$ cat config.mk
export PLATFORM = sky130hd
export DESIGN_NAME = xirq_mux
export DESIGN_NICKNAME = d
export VERILOG_FILES = /design/src/hdl/xirq_pkg.sv /design/src/hdl/xirq_mux.sv
export SDC_FILE = /design/constraint.sdc
export NUM_CORES = 1
export LEC_CHECK = 0
export BUFFER_PORTS_ARGS = -buffer_cell sky130_fd_sc_hd__buf_2
export CAP_MARGIN = 20
export CORE_AREA = 2 2 137 112
export DETAILED_ROUTE_END_ITERATION = 8
export DIE_AREA = 0 0 139 114
export GPL_TIMING_DRIVEN = 0
export HOLD_SLACK_MARGIN = 0.05
export PLACE_DENSITY = 0.66
export SYNTH_ARGS = -nofsm -noshare
export SYNTH_HDL_FRONTEND = slang
export SYNTH_SLANG_ARGS = --single-unit
$ cat constraint.sdc
create_clock -name I_CLK -period 1.6 [get_ports I_CLK]
set_input_delay 0.32 -clock I_CLK [delete_from_list [all_inputs] [get_ports I_CLK]]
set_output_delay 0.32 -clock I_CLK [all_outputs]
set_load 0.1 [all_outputs]
$ cat src/hdl/xirq_pkg.sv
// package for the shared interrupt vector multiplexer and trap prioritiser
package xirq_pkg;
  localparam int NUM_VEC = 4;
  localparam int NUM_SRC = 8;
  localparam int REG_W = 16;
  localparam int EN_LSB = 8;
  localparam int ADDR_W = 4;
  // word indexes on the register bus
  localparam logic [ADDR_W-1:0] ADR_SEL0 = 4'h0;
  localparam logic [ADDR_W-1:0] ADR_TRAP_FLAG = 4'h4;
  localparam logic [ADDR_W-1:0] ADR_IRQ_STAT = 4'h5;
  localparam logic [ADDR_W-1:0] ADR_IRQ_MASK = 4'h6;
  localparam logic [ADDR_W-1:0] ADR_TRAP_STATE = 4'h7;
  localparam logic [15:0] SEL_RESET = 16'h0000;
  // source routing: bit n of a vector mask = source position n may be used
  // pos: 0 first_can_controller 1 second_can_controller 2 rx 3 tx 4 txbuf 5 err 6 pll/osc wd 7 pwm
  localparam logic [7:0] ROUTE_V0 = 8'h1D;
  localparam logic [7:0] ROUTE_V1 = 8'h1E;
  localparam logic [7:0] ROUTE_V2 = 8'h9C;
  localparam logic [7:0] ROUTE_V3 = 8'hE3;
  localparam logic [31:0] ROUTE_ALL = {ROUTE_V3, ROUTE_V2, ROUTE_V1, ROUTE_V0};
  // trap vectors and numbers
  localparam logic [23:0] VEC_RESET = 24'h000000;
  localparam logic [23:0] VEC_NMI = 24'h000008;
  localparam logic [23:0] VEC_STKOV = 24'h000010;
  localparam logic [23:0] VEC_STKUN = 24'h000018;
  localparam logic [23:0] VEC_CLASS_B = 24'h000028;
  localparam logic [6:0] TN_RESET = 7'h00;
  localparam logic [6:0] TN_NMI = 7'h02;
  localparam logic [6:0] TN_STKOV = 7'h04;
  localparam logic [6:0] TN_STKUN = 7'h06;
  localparam logic [6:0] TN_CLASS_B = 7'h0A;
  localparam logic [3:0] PRIO_MAX = 4'hF;
  localparam int VEC_SHIFT = 2;
  // trap flag positions
  localparam int TF_NMI = 15;
  localparam int TF_STKOV = 14;
  localparam int TF_STKUN = 13;
  localparam int TF_BUS = 7;
  localparam int TF_MAC = 6;
  localparam int TF_INSTR = 3;
  localparam int TF_OPND = 2;
  localparam int TF_PROT = 1;
  localparam int TF_OPC = 0;
  typedef enum logic [1:0] {EXC_NONE, EXC_RESET, EXC_CLASS_A, EXC_CLASS_B} xirq_class_t;
  typedef struct packed {
    logic nmi;
    logic stk_over;
    logic stk_under;
    logic bad_opcode;
    logic mac_fault;
    logic protected_instr;
    logic bad_operand;
    logic bad_instr_access;
    logic bad_extbus;
  } xirq_traps_t;
  typedef struct packed {
    logic [23:0] vector;
    logic [6:0] number;
    logic [3:0] prio;
  } xirq_branch_t;
endpackage

$ cat src/hdl/xirq_mux.sv
// shared expansion interrupt vectors, trap flags and trap prioritiser
`timescale 1ns/100ps
// Contract
// - four shared vectors, each with its own 16-bit select register.
// - select bits 15..8 are per-source enables.
// - select bits 7..0 are per-source event flags.
// - a vector requests only for flagged sources whose enable is set.
// - flags record events even when the enable bit is clear.
// - can one routes to vectors 0 and 3, can two to 1 and 3.
// - serial rx/tx events route to vectors 0-2, errors to vector 3.
// - pll/oscillator watchdog only to vector 3; pwm to vectors 2 and 3.
// - resets use vector 000000h, number 00h, highest priority.
// - class A traps own vectors, numbers 02h, 04h, 06h, second priority.
// - class B traps share vector 000028h, below class A and resets.
// - software trap number 00h-7Fh, vector number times four, current priority.
// - priority level forced to 15 while servicing resets or hardware traps.
// - every hardware trap sets its own trap flag bit.
// - hardware trap service blocks standard interrupts and event transfers.
module xirq_mux
  import xirq_pkg::*;
#(
  parameter int N_VEC = NUM_VEC
) (
  input wire logic I_CLK,
  input wire logic I_RSTN,
  input wire logic [ADDR_W-1:0] I_ADDRESS,
  input wire logic I_READ,
  input wire logic I_WRITE,
  input wire logic [31:0] I_WRITEDATA,
  input wire logic [3:0] I_BYTEENABLE,
  output logic [31:0] O_READDATA,
  output logic O_WAITREQUEST,
  input wire logic [NUM_SRC-1:0] I_SRC_EVENT,
  input wire xirq_traps_t I_TRAP,
  input wire logic I_RESET_EVENT,
  input wire logic I_SW_TRAP,
  input wire logic [6:0] I_SW_TRAP_NUM,
  input wire logic [3:0] I_CPU_PRIO,
  input wire logic I_SERVICE_DONE,
  output logic [NUM_VEC-1:0] O_SHARED_VEC,
  output logic O_BRANCH,
  output xirq_branch_t O_BRANCH_INFO,
  output logic O_BLOCK_STD,
  output logic O_IRQ
);
  logic [REG_W-1:0] sel_q [N_VEC];
  logic [15:0] trap_flag_q;
  logic [15:0] stat_q;
  logic [15:0] mask_q;
  xirq_class_t svc_q;
  logic ack_q;
  logic wait_q;
  logic [31:0] rdata_q;
  logic [NUM_VEC-1:0] vec_q;
  logic branch_q;
  xirq_branch_t info_q;
  logic irq_q;
  logic wr_acc;
  logic rd_acc;
  logic [15:0] wdata;
  logic [15:0] trap_set;
  logic [15:0] stat_set;
  xirq_class_t req_cls;
  xirq_branch_t req_info;
  logic take;

  // one wait cycle per access, then the answer
  assign wr_acc = I_WRITE && ack_q;
  assign rd_acc = I_READ && ack_q;
  assign wdata = I_WRITEDATA[15:0] & {{8{I_BYTEENABLE[1]}}, {8{I_BYTEENABLE[0]}}};

  always_ff @(posedge I_CLK or negedge I_RSTN) begin
    if (!I_RSTN) begin
      ack_q <= 1'b0;
      wait_q <= 1'b1;
    end else begin
      ack_q <= (I_READ || I_WRITE) && !ack_q;
      wait_q <= !((I_READ || I_WRITE) && !ack_q);
    end
  end
  assign O_WAITREQUEST = wait_q;

  genvar v;
  generate
    for (v = 0; v < N_VEC; v++) begin : g_vec
      localparam logic [7:0] ROUTE = ROUTE_ALL[v*8 +: 8];
      always_ff @(posedge I_CLK or negedge I_RSTN) begin
        if (!I_RSTN) begin
          sel_q[v] <= SEL_RESET;
        end else if (wr_acc && I_ADDRESS == ADR_SEL0 + ADDR_W'(v)) begin
          // writing a flag to zero clears it; a same-cycle event still sets it
          sel_q[v][15:EN_LSB] <= wdata[15:EN_LSB] & ROUTE;
          sel_q[v][EN_LSB-1:0] <= (wdata[EN_LSB-1:0] & sel_q[v][EN_LSB-1:0])
            | (I_SRC_EVENT & ROUTE);
        end else begin
          sel_q[v][EN_LSB-1:0] <= sel_q[v][EN_LSB-1:0] | (I_SRC_EVENT & ROUTE);
        end
      end
      always_ff @(posedge I_CLK or negedge I_RSTN) begin
        if (!I_RSTN) begin
          vec_q[v] <= 1'b0;
        end else begin
          vec_q[v] <= |(sel_q[v][15:EN_LSB] & sel_q[v][EN_LSB-1:0]);
        end
      end
    end
  endgenerate

  assign O_SHARED_VEC = vec_q;
  always_comb begin
    trap_set = '0;
    trap_set[TF_NMI] = I_TRAP.nmi;
    trap_set[TF_STKOV] = I_TRAP.stk_over;
    trap_set[TF_STKUN] = I_TRAP.stk_under;
    trap_set[TF_OPC] = I_TRAP.bad_opcode;
    trap_set[TF_MAC] = I_TRAP.mac_fault;
    trap_set[TF_PROT] = I_TRAP.protected_instr;
    trap_set[TF_OPND] = I_TRAP.bad_operand;
    trap_set[TF_INSTR] = I_TRAP.bad_instr_access;
    trap_set[TF_BUS] = I_TRAP.bad_extbus;
  end

  always_ff @(posedge I_CLK or negedge I_RSTN) begin
    if (!I_RSTN) begin
      trap_flag_q <= '0;
    end else if (wr_acc && I_ADDRESS == ADR_TRAP_FLAG) begin
      trap_flag_q <= (trap_flag_q & wdata) | trap_set;
    end else begin
      trap_flag_q <= trap_flag_q | trap_set;
    end
  end

  // priority: resets, then class A in order, then class B, then software
  always_comb begin
    req_cls = EXC_NONE;
    req_info = '{vector: VEC_RESET, number: TN_RESET, prio: I_CPU_PRIO};
    if (I_RESET_EVENT) begin
      req_cls = EXC_RESET;
      req_info = '{vector: VEC_RESET, number: TN_RESET, prio: PRIO_MAX};
    end else if (I_TRAP.nmi) begin
      req_cls = EXC_CLASS_A;
      req_info = '{vector: VEC_NMI, number: TN_NMI, prio: PRIO_MAX};
    end else if (I_TRAP.stk_over) begin
      req_cls = EXC_CLASS_A;
      req_info = '{vector: VEC_STKOV, number: TN_STKOV, prio: PRIO_MAX};
    end else if (I_TRAP.stk_under) begin
      req_cls = EXC_CLASS_A;
      req_info = '{vector: VEC_STKUN, number: TN_STKUN, prio: PRIO_MAX};
    end else if (|trap_set[TF_BUS:TF_OPC]) begin
      req_cls = EXC_CLASS_B;
      req_info = '{vector: VEC_CLASS_B, number: TN_CLASS_B, prio: PRIO_MAX};
    end else if (I_SW_TRAP) begin
      req_info.vector = 24'({I_SW_TRAP_NUM, VEC_SHIFT'(0)});
      req_info.number = I_SW_TRAP_NUM;
      req_info.prio = I_CPU_PRIO;
    end
  end

  // a lower or equal class cannot break into a running trap service
  always_comb begin
    case (svc_q)
      EXC_NONE: take = (req_cls != EXC_NONE) || I_SW_TRAP;
      EXC_CLASS_B: take = (req_cls == EXC_RESET) || (req_cls == EXC_CLASS_A);
      EXC_CLASS_A: take = (req_cls == EXC_RESET);
      EXC_RESET: take = 1'b0;
      default: take = 1'b0;
    endcase
  end

  always_ff @(posedge I_CLK or negedge I_RSTN) begin
    if (!I_RSTN) begin
      svc_q <= EXC_NONE;
    end else if (take && req_cls != EXC_NONE) begin
      svc_q <= req_cls;
    end else if (I_SERVICE_DONE) begin
      svc_q <= EXC_NONE;
    end
  end

  always_ff @(posedge I_CLK or negedge I_RSTN) begin
    if (!I_RSTN) begin
      branch_q <= 1'b0;
      info_q <= '0;
    end else begin
      branch_q <= take;
      if (take) begin
        info_q <= req_info;
      end
    end
  end

  always_ff @(posedge I_CLK or negedge I_RSTN) begin
    if (!I_RSTN) begin
      O_BLOCK_STD <= 1'b0;
    end else begin
      O_BLOCK_STD <= (svc_q != EXC_NONE) || (take && req_cls != EXC_NONE);
    end
  end

  assign O_BRANCH = branch_q;
  assign O_BRANCH_INFO = info_q;

  // block status: bits 3..0 shared vector requests, bit 4 reset or hardware trap taken
  always_comb begin
    stat_set = '0;
    stat_set[NUM_VEC-1:0] = vec_q & ~stat_q[NUM_VEC-1:0];
    stat_set[NUM_VEC] = take && req_cls != EXC_NONE;
  end

  always_ff @(posedge I_CLK or negedge I_RSTN) begin
    if (!I_RSTN) begin
      stat_q <= '0;
    end else if (wr_acc && I_ADDRESS == ADR_IRQ_STAT) begin
      stat_q <= (stat_q & ~wdata) | stat_set;
    end else begin
      stat_q <= stat_q | stat_set;
    end
  end

  always_ff @(posedge I_CLK or negedge I_RSTN) begin
    if (!I_RSTN) begin
      mask_q <= '0;
    end else if (wr_acc && I_ADDRESS == ADR_IRQ_MASK) begin
      mask_q <= (mask_q & ~{{8{I_BYTEENABLE[1]}}, {8{I_BYTEENABLE[0]}}}) | wdata;
    end
  end

  always_ff @(posedge I_CLK or negedge I_RSTN) begin
    if (!I_RSTN) begin
      irq_q <= 1'b0;
    end else begin
      irq_q <= |(stat_q & mask_q);
    end
  end

  assign O_IRQ = irq_q;

  // unmapped addresses read zero
  always_ff @(posedge I_CLK or negedge I_RSTN) begin
    if (!I_RSTN) begin
      rdata_q <= '0;
    end else if (I_READ && !ack_q) begin
      rdata_q <= '0;
      if (I_ADDRESS < ADR_SEL0 + ADDR_W'(N_VEC)) begin
        rdata_q <= {16'h0000, sel_q[I_ADDRESS[1:0]]};
      end else if (I_ADDRESS == ADR_TRAP_FLAG) begin
        rdata_q <= {16'h0000, trap_flag_q};
      end else if (I_ADDRESS == ADR_IRQ_STAT) begin
        rdata_q <= {16'h0000, stat_q};
      end else if (I_ADDRESS == ADR_IRQ_MASK) begin
        rdata_q <= {16'h0000, mask_q};
      end else if (I_ADDRESS == ADR_TRAP_STATE) begin
        rdata_q <= {30'h0000000, svc_q};
      end
    end
  end

  assign O_READDATA = rdata_q;

  // assertions
  vec_follow_a: assert property (@(posedge I_CLK) disable iff (!I_RSTN)
    vec_q[0] == $past(|(sel_q[0][15:8] & sel_q[0][7:0])))
    else $error("shared vector 0 does not follow enabled flags");
  route_v1_a: assert property (@(posedge I_CLK) disable iff (!I_RSTN)
    (sel_q[1] & {~ROUTE_V1, ~ROUTE_V1}) == 16'h0000)
    else $error("vector 1 holds an unroutable source");
  route_v3_a: assert property (@(posedge I_CLK) disable iff (!I_RSTN)
    (sel_q[3] & {~ROUTE_V3, ~ROUTE_V3}) == 16'h0000)
    else $error("vector 3 holds an unroutable source");
  route_v2_a: assert property (@(posedge I_CLK) disable iff (!I_RSTN)
    (sel_q[2][7:0] & 8'h23) == 8'h00)
    else $error("vector 2 holds can or error source");
  flag_set_a: assert property (@(posedge I_CLK) disable iff (!I_RSTN)
    I_SRC_EVENT[2] |=> sel_q[0][2])
    else $error("masked rx event was not recorded");
  flag_hold_a: assert property (@(posedge I_CLK) disable iff (!I_RSTN)
    sel_q[3][0] && !(wr_acc && I_ADDRESS == 4'h3) |=> sel_q[3][0])
    else $error("flag dropped without a write");
  trap_flag_a: assert property (@(posedge I_CLK) disable iff (!I_RSTN)
    I_TRAP.stk_over |=> trap_flag_q[TF_STKOV])
    else $error("stack overflow flag not set");
  reset_prio_a: assert property (@(posedge I_CLK) disable iff (!I_RSTN)
    I_RESET_EVENT && svc_q != EXC_RESET |=> O_BRANCH && O_BRANCH_INFO.vector == 24'h000000
      && O_BRANCH_INFO.prio == 4'hF)
    else $error("reset did not branch to vector zero at level 15");
  nmi_vec_a: assert property (@(posedge I_CLK) disable iff (!I_RSTN)
    I_TRAP.nmi && !I_RESET_EVENT && svc_q == EXC_NONE |=> O_BRANCH_INFO.number == 7'h02)
    else $error("nmi trap number wrong");
  class_b_a: assert property (@(posedge I_CLK) disable iff (!I_RSTN)
    req_cls == EXC_CLASS_B |-> req_info.vector == 24'h000028 && req_info.prio == 4'hF)
    else $error("class b branch wrong");
  sw_trap_a: assert property (@(posedge I_CLK) disable iff (!I_RSTN)
    I_SW_TRAP && req_cls == EXC_NONE && svc_q == EXC_NONE
      |=> O_BRANCH_INFO.vector == {15'h0000, $past(I_SW_TRAP_NUM), 2'b00}
      && O_BRANCH_INFO.prio == $past(I_CPU_PRIO))
    else $error("software trap vector or level wrong");
  block_std_a: assert property (@(posedge I_CLK) disable iff (!I_RSTN)
    svc_q != EXC_NONE |=> O_BLOCK_STD)
    else $error("standard interrupts not blocked in trap service");
  cover_shared: cover property (@(posedge I_CLK) disable iff (!I_RSTN) O_SHARED_VEC[3]);
  cover_nest: cover property (@(posedge I_CLK) disable iff (!I_RSTN)
    svc_q == EXC_CLASS_B ##1 svc_q == EXC_CLASS_A);
  cover_clear_race: cover property (@(posedge I_CLK) disable iff (!I_RSTN)
    wr_acc && I_ADDRESS == ADR_SEL0 && |I_SRC_EVENT);
  cover_irq: cover property (@(posedge I_CLK) disable iff (!I_RSTN) O_IRQ);
endmodule // xirq_mux

### Word level (Yosys, flattened, before mapping)

Index checks and enable logic that the tools add are counted.

* register bits after elaboration: 175
* output and inout port bits: 75
* logic and storage cells: 126
* input port bits: 75
* RAM bits: 0
* bits in read-only memories: 0
* bits in latches: 0
* memories: 0

* div/mod/pow operators: 0
* equal/unequal tests: 12
* $mul: 0
* add/sub/neg operators: 0
* shifts and indexed selects: 0
* $lt $le $gt $ge: 2
* reductions and logical operators: 28
* mux-type cells: 28
* bitwise logic cells: 31

Operator list (count)
* two-way mux 20 bit: 6
* two-way mux 32 bit: 3
* AND 16 bit: 5
* two-way mux 16 bit: 5
* AND 8 bit: 6
* bitwise OR 16 bit: 3
* binary-select mux 16 bit (select 2 bit): 1
* two-way mux 8 bit: 4
* inverter 16 bit: 2
* bitwise OR 16 x 5 -> 16 bit: 2
* bitwise OR 8 x 5 -> 8 bit: 4
* bitwise OR 8 bit: 4
* OR reduction 8 bit: 4
* AND 5 x 8 -> 8 bit: 2
* == test 4 x 3 -> 1 bit (second input constant): 4
* two-way mux 2 bit: 8
* OR reduction 16 bit: 1
* logical AND 1 bit: 11
* == test 4 x 2 -> 1 bit (second input constant): 2
* == test 2 bit (second input constant): 3
* nonzero test 2 bit: 3
* OR reduction 6 bit: 1
* AND 4 bit: 1
* == test 2 x 1 -> 1 bit (second input constant): 2
* 10 further kinds: 14

### Logic depth before layout (Yosys ltp)

* depth in word-level cells: 12
* gate-level depth with buffers: 10
* gate-level depth less buffers: 9

### Worst setup path after synthesis

No wires, ideal clock.

* path kind: input to register
* start point: input port I_TRAP[3] in the netlist's numbering
* end point: register info_q (netlist bit O_BRANCH_INFO[10])
* buffers on the path: 0
* arrival time: 1.924 ns
* setup time: 0.123 ns
* path slack: -0.447 ns
* stages: 9
* required time: 1.477 ns
* cell sequence: nor2_1 -> nand3_1 -> a21oi_1 -> inv_1 -> ha_1 -> or2_2 -> a32oi_2 -> nor3_1 -> a32o_1

* cells in the longest elaborated chain, start to end: 9
* elaborated cells between the ends (all ways): 17
* those cells by class: eq/ne (2); mux (11); reduce/logical (4)

RTL lines
* from (decl): line xirq_mux.sv:34 `input wire xirq_traps_t I_TRAP,`
* OR reduction 6 bit (*): line xirq_mux.sv:149 `end else if (|trap_set[TF_BUS:TF_OPC]) begin`
* two-way mux 2 bit: line xirq_mux.sv:149
* two-way mux 2 bit: line xirq_mux.sv:146 `end else if (I_TRAP.stk_under) begin`
* two-way mux 2 bit: line xirq_mux.sv:143 `end else if (I_TRAP.stk_over) begin`
* two-way mux 2 bit: line xirq_mux.sv:140 `end else if (I_TRAP.nmi) begin`
* two-way mux 2 bit: line xirq_mux.sv:137 `if (I_RESET_EVENT) begin`
* == test 2 x 1 -> 1 bit, or another cell as far along: line xirq_mux.sv:163, xirq_mux.sv:164
* logical OR 1 bit (on tied branches): line xirq_mux.sv:163, xirq_mux.sv:162
* one-hot mux 1 bit (4 select lines): line xirq_mux.sv:161 `case (svc_q)`
* to (signal assigned): line xirq_mux.sv:187 `info_q <= req_info;`
* to (decl): line xirq_mux.sv:56 `xirq_branch_t info_q;`

Mark *: on every way between the ends. The rest lies on a longest branch, timed or not.
A chain may end at the register's enable or synchronous reset.

### Final worst setup path

* start point: input port I_TRAP[4] in the netlist's numbering
* end point: register info_q (netlist bit O_BRANCH_INFO[4])

The elaborated chain is that of the path after synthesis.

==> summary.txt <==
Timing
  • RSZ-0062 raised after global routing: true
  • Final min period: 1730 ps
  • Final Hold Viols: 0
  • # setup viols final: 15
  • Final Max Slew Viols: 0
  • Clock skew: 7.22 ps
  • Fin crit share: 108%
  • Worst slew pin tran: 625 ps
  • Setup WS post-layout: -131 ps
  • Max_slew headroom: 58.3%
  • Fmax: 578 MHz

Setup path
  • Worst path top cell family by delay: compound AO/OA/AOI/OAI gates
  • Crit-path slowest cell: a32oi_4
  • Startpoint type of the worst setup path: primary input
  • Worst path bufs/invs: 2
  • CP Data Required Time: 1900 ps
  • Type of destination of the critical path: flip-flop
  • Worst path max stage delay: 380 ps
  • Worst-path cell chain: buf_8 > nor2_4 > nand3_4 > a21oi_4 > inv_2 > ha_4 > or2_4 > a32oi_4 > nor3_4 > a32o_2
  • CP Max Fanout: 6
  • Worst R2R Start: svc_q[0]
  • Data arrival time of the worst path: 2030 ps
  • Critical path class: primary input to flip-flop
  • CP Launch Point: I_TRAP[4]

Drt
  • Final ANT Viol Nets: 0
  • Drt wl/cell: 19.8 um
  • Starting DRT DRC Count: 407
  • Vias per cell: 5.44
  • First-pass detailed-route iteration total: 5
  • Vias: 5041
  • DRC Markers: 0
  • Drt total wl: 18400 um

Pwr
  • Comb pwr share: 28.2%
  • Pwr Total: 11400 uW
  • Static Leak: 0.00374 uW
  • Clk pwr share: 36.6%
  • PwrDens: 1390 mW/mm2
  • Maximum VDD drop: 0.000993 V
  • Sequential Power Share: 35.2%
  • Internal Pwr Total: 7270 uW
  • Switch share: 36.3%
  • Sw Pwr: 4150 uW

Synth
  • Ys Warns: 0
  • Netlist cell types: 56
  • Synth Flop Type: dfrtp_1
  • Gate Count Post-Synth: 570
  • Sequential fraction of the synthesis area: 52.8%
  • Post-synth EDFFs: 0
  • Synth Cell Area: 0.00640 mm2
  • FF+latch count, synth: 135
  • Post-Syn Area per Cell: 11.2 um2
  • Ys async rst share: 100%

Run
  • Max-Cap Viols: 0

Min path
  • Hold Path Origin: I_SRC_EVENT[6]
  • Worst hold path class: primary input to flip-flop

Final layout
  • Layout cell share with drive strength beyond 1: 35.5%
  • Most frequent cells in the layout: 126 x dfrtp_1, 83 x nand2_1, 74 x buf_2
  • Number of fill cells: 1230
  • Area delta synth->final: 28.5%
  • Commonest non-fill, non-tap cell in the layout: dfrtp_1
  • Fin util: 56.3%
  • NumNets Final: 801
  • N_diodes: 0

CTS
  • Reg clk slew, reported paths: 60 ps
  • CTS Buf Count: 17
  • Clock tree buffer depth: 2
  • H-tree lvl count: 4
  • CTS tree: done
  • CTS sink cnt: 135
  • Clk_lat worst skew: 420 ps
  • CTS root buffer: clkbuf_16

Floorplan
  • Row count: 40
  • Die area: 0.0158 mm2
  • Num ports: 150
  • Core Box Area: 0.0146 mm2
  • Die width: 139 um
  • Initial Util: 43.8%
  • Die Ht: 114 um

Global routing
  • Vias in the first global route: 4984
  • Total global-route track usage: 23.7%
  • Global-route wire length before repair: 28200 um
  • Initial antenna violation count: 0
  • Grt ovf: 0
  • Largest net degree at the start of global routing: 106

Place
  • Gpl congestion: 0.895
  • Post-DP HPWL: 13500 um
  • Port buffer count: 91

Status
  • Failing checks: negative setup slack
  • Status: finished, violations left
==> logic make-up (layout without fill, tap and decap cells) <==
kind of cell,Yosys count,in the layout,synth area share [%]
AO/OA/AOI/OAI,159,159,18.3
AND/OR/NAND/NOR,155,155,11.8
flip-flops,135,135,52.8
buffers and inverters,70,205,7.35
multiplexers,48,48,9.23
adder cells (fa/ha/maj),2,2,0.391
other,1,33,0.0586
==> Yosys cell counts (8+ instances only) <==
library cell	n	area, um2
nand2_1	85	319
a21boi_0	22	165
a32o_1	11	110
o21a_1	11	82.6
buf_2	9	45.0
a21oi_1	9	45.0
a21o_1	27	203
mux2_2	17	191
nor2_1	21	78.8
o21ai_0	26	130
buf_4	44	330
dfrtp_1	134	3350
clkbuf_1	9	33.8
mux2i_1	23	230
o211ai_1	9	67.6
nand2b_1	8	50.1
==> final cells by class <==
| cell class | instances | area (um2) | share of cell area (%) |
|---|---|---|---|
| Clock inverter | 6 | 111 | 1.35 |
| Clock buffer | 26 | 529 | 6.44 |
| Sequential cell | 135 | 3390 | 41.2 |
| Tap cell | 189 | 236 | 2.88 |
| Inverter | 3 | 11.3 | 0.137 |
| Buffer | 67 | 469 | 5.71 |
| Timing Repair Buffer | 103 | 661 | 8.04 |
| Multi-Input combinational cell | 397 | 2810 | 34.2 |
==> layer usage <==
metal / track usage (%) / vias up / wire length (um)
met3: 7.26 / 33 / 1440
met2: 34.8 / 211 / 8230
met4: 7.81 / 0 / 371
met5: 0 / - / 0
li1: - / 2287 / -
met1: 33.9 / 2510 / 8310
==> path summary, 6_finish.rpt <==
check	slack, ps	end	cells past startpoint
worst max-delay path	-130	O_BRANCH_INFO[4]	10
worst min-delay path	70	sel_q[6]	2
worst max register to register	0	O_BRANCH_INFO[4]	4
worst min register to register	480	trap_flag_q[15]	1
max in group asynchronous	430	O_BRANCH_INFO[10]	3
min in group asynchronous	330	sel_q[26]	2
==> metrics by stage <==
stage | setup TNS (ps) | instances | area (um2) | hold slack, ps | setup slack [ps]
floorplan | -3600 | 602 | 6600 | 24.4 | -275
detailed placement | -18860 | 883 | 7330 | 222 | -642
CTS | -904 | 923 | 8170 | 63.0 | -126
global placement | -222450 | 882 | 7290 | 460 | -1780
finish | -1350 | 926 | 8220 | 68.5 | -131
global route | -2180 | 926 | 8220 | 65.3 | -181
==> power by group through the flow <==
stage | Sequential (uW) | Clock, uW | Combinational (uW)
2_1_floorplan | 5000 | 0 | 1390
3_3_place_gp | 4040 | 0 | 2970
3_5_place_dp | 4050 | 0 | 3010
4_1_cts | 4000 | 4220 | 3130
5_1_grt | 4050 | 4400 | 3360
6_report | 4010 | 4180 | 3220
==> what timing repair did <==
item | 4_1_cts | 5_1_grt
endpoints found under the setup margin | 54 | 26
pin swaps | 15 | 6
hold buffers | 1 | 0
buffers inserted | 7 | 3
hold endpoints to repair | 30 | 0
gates resized for setup | 42 | 15
gates cloned | 0 | 0
Power figures use the tool's default switching activity.
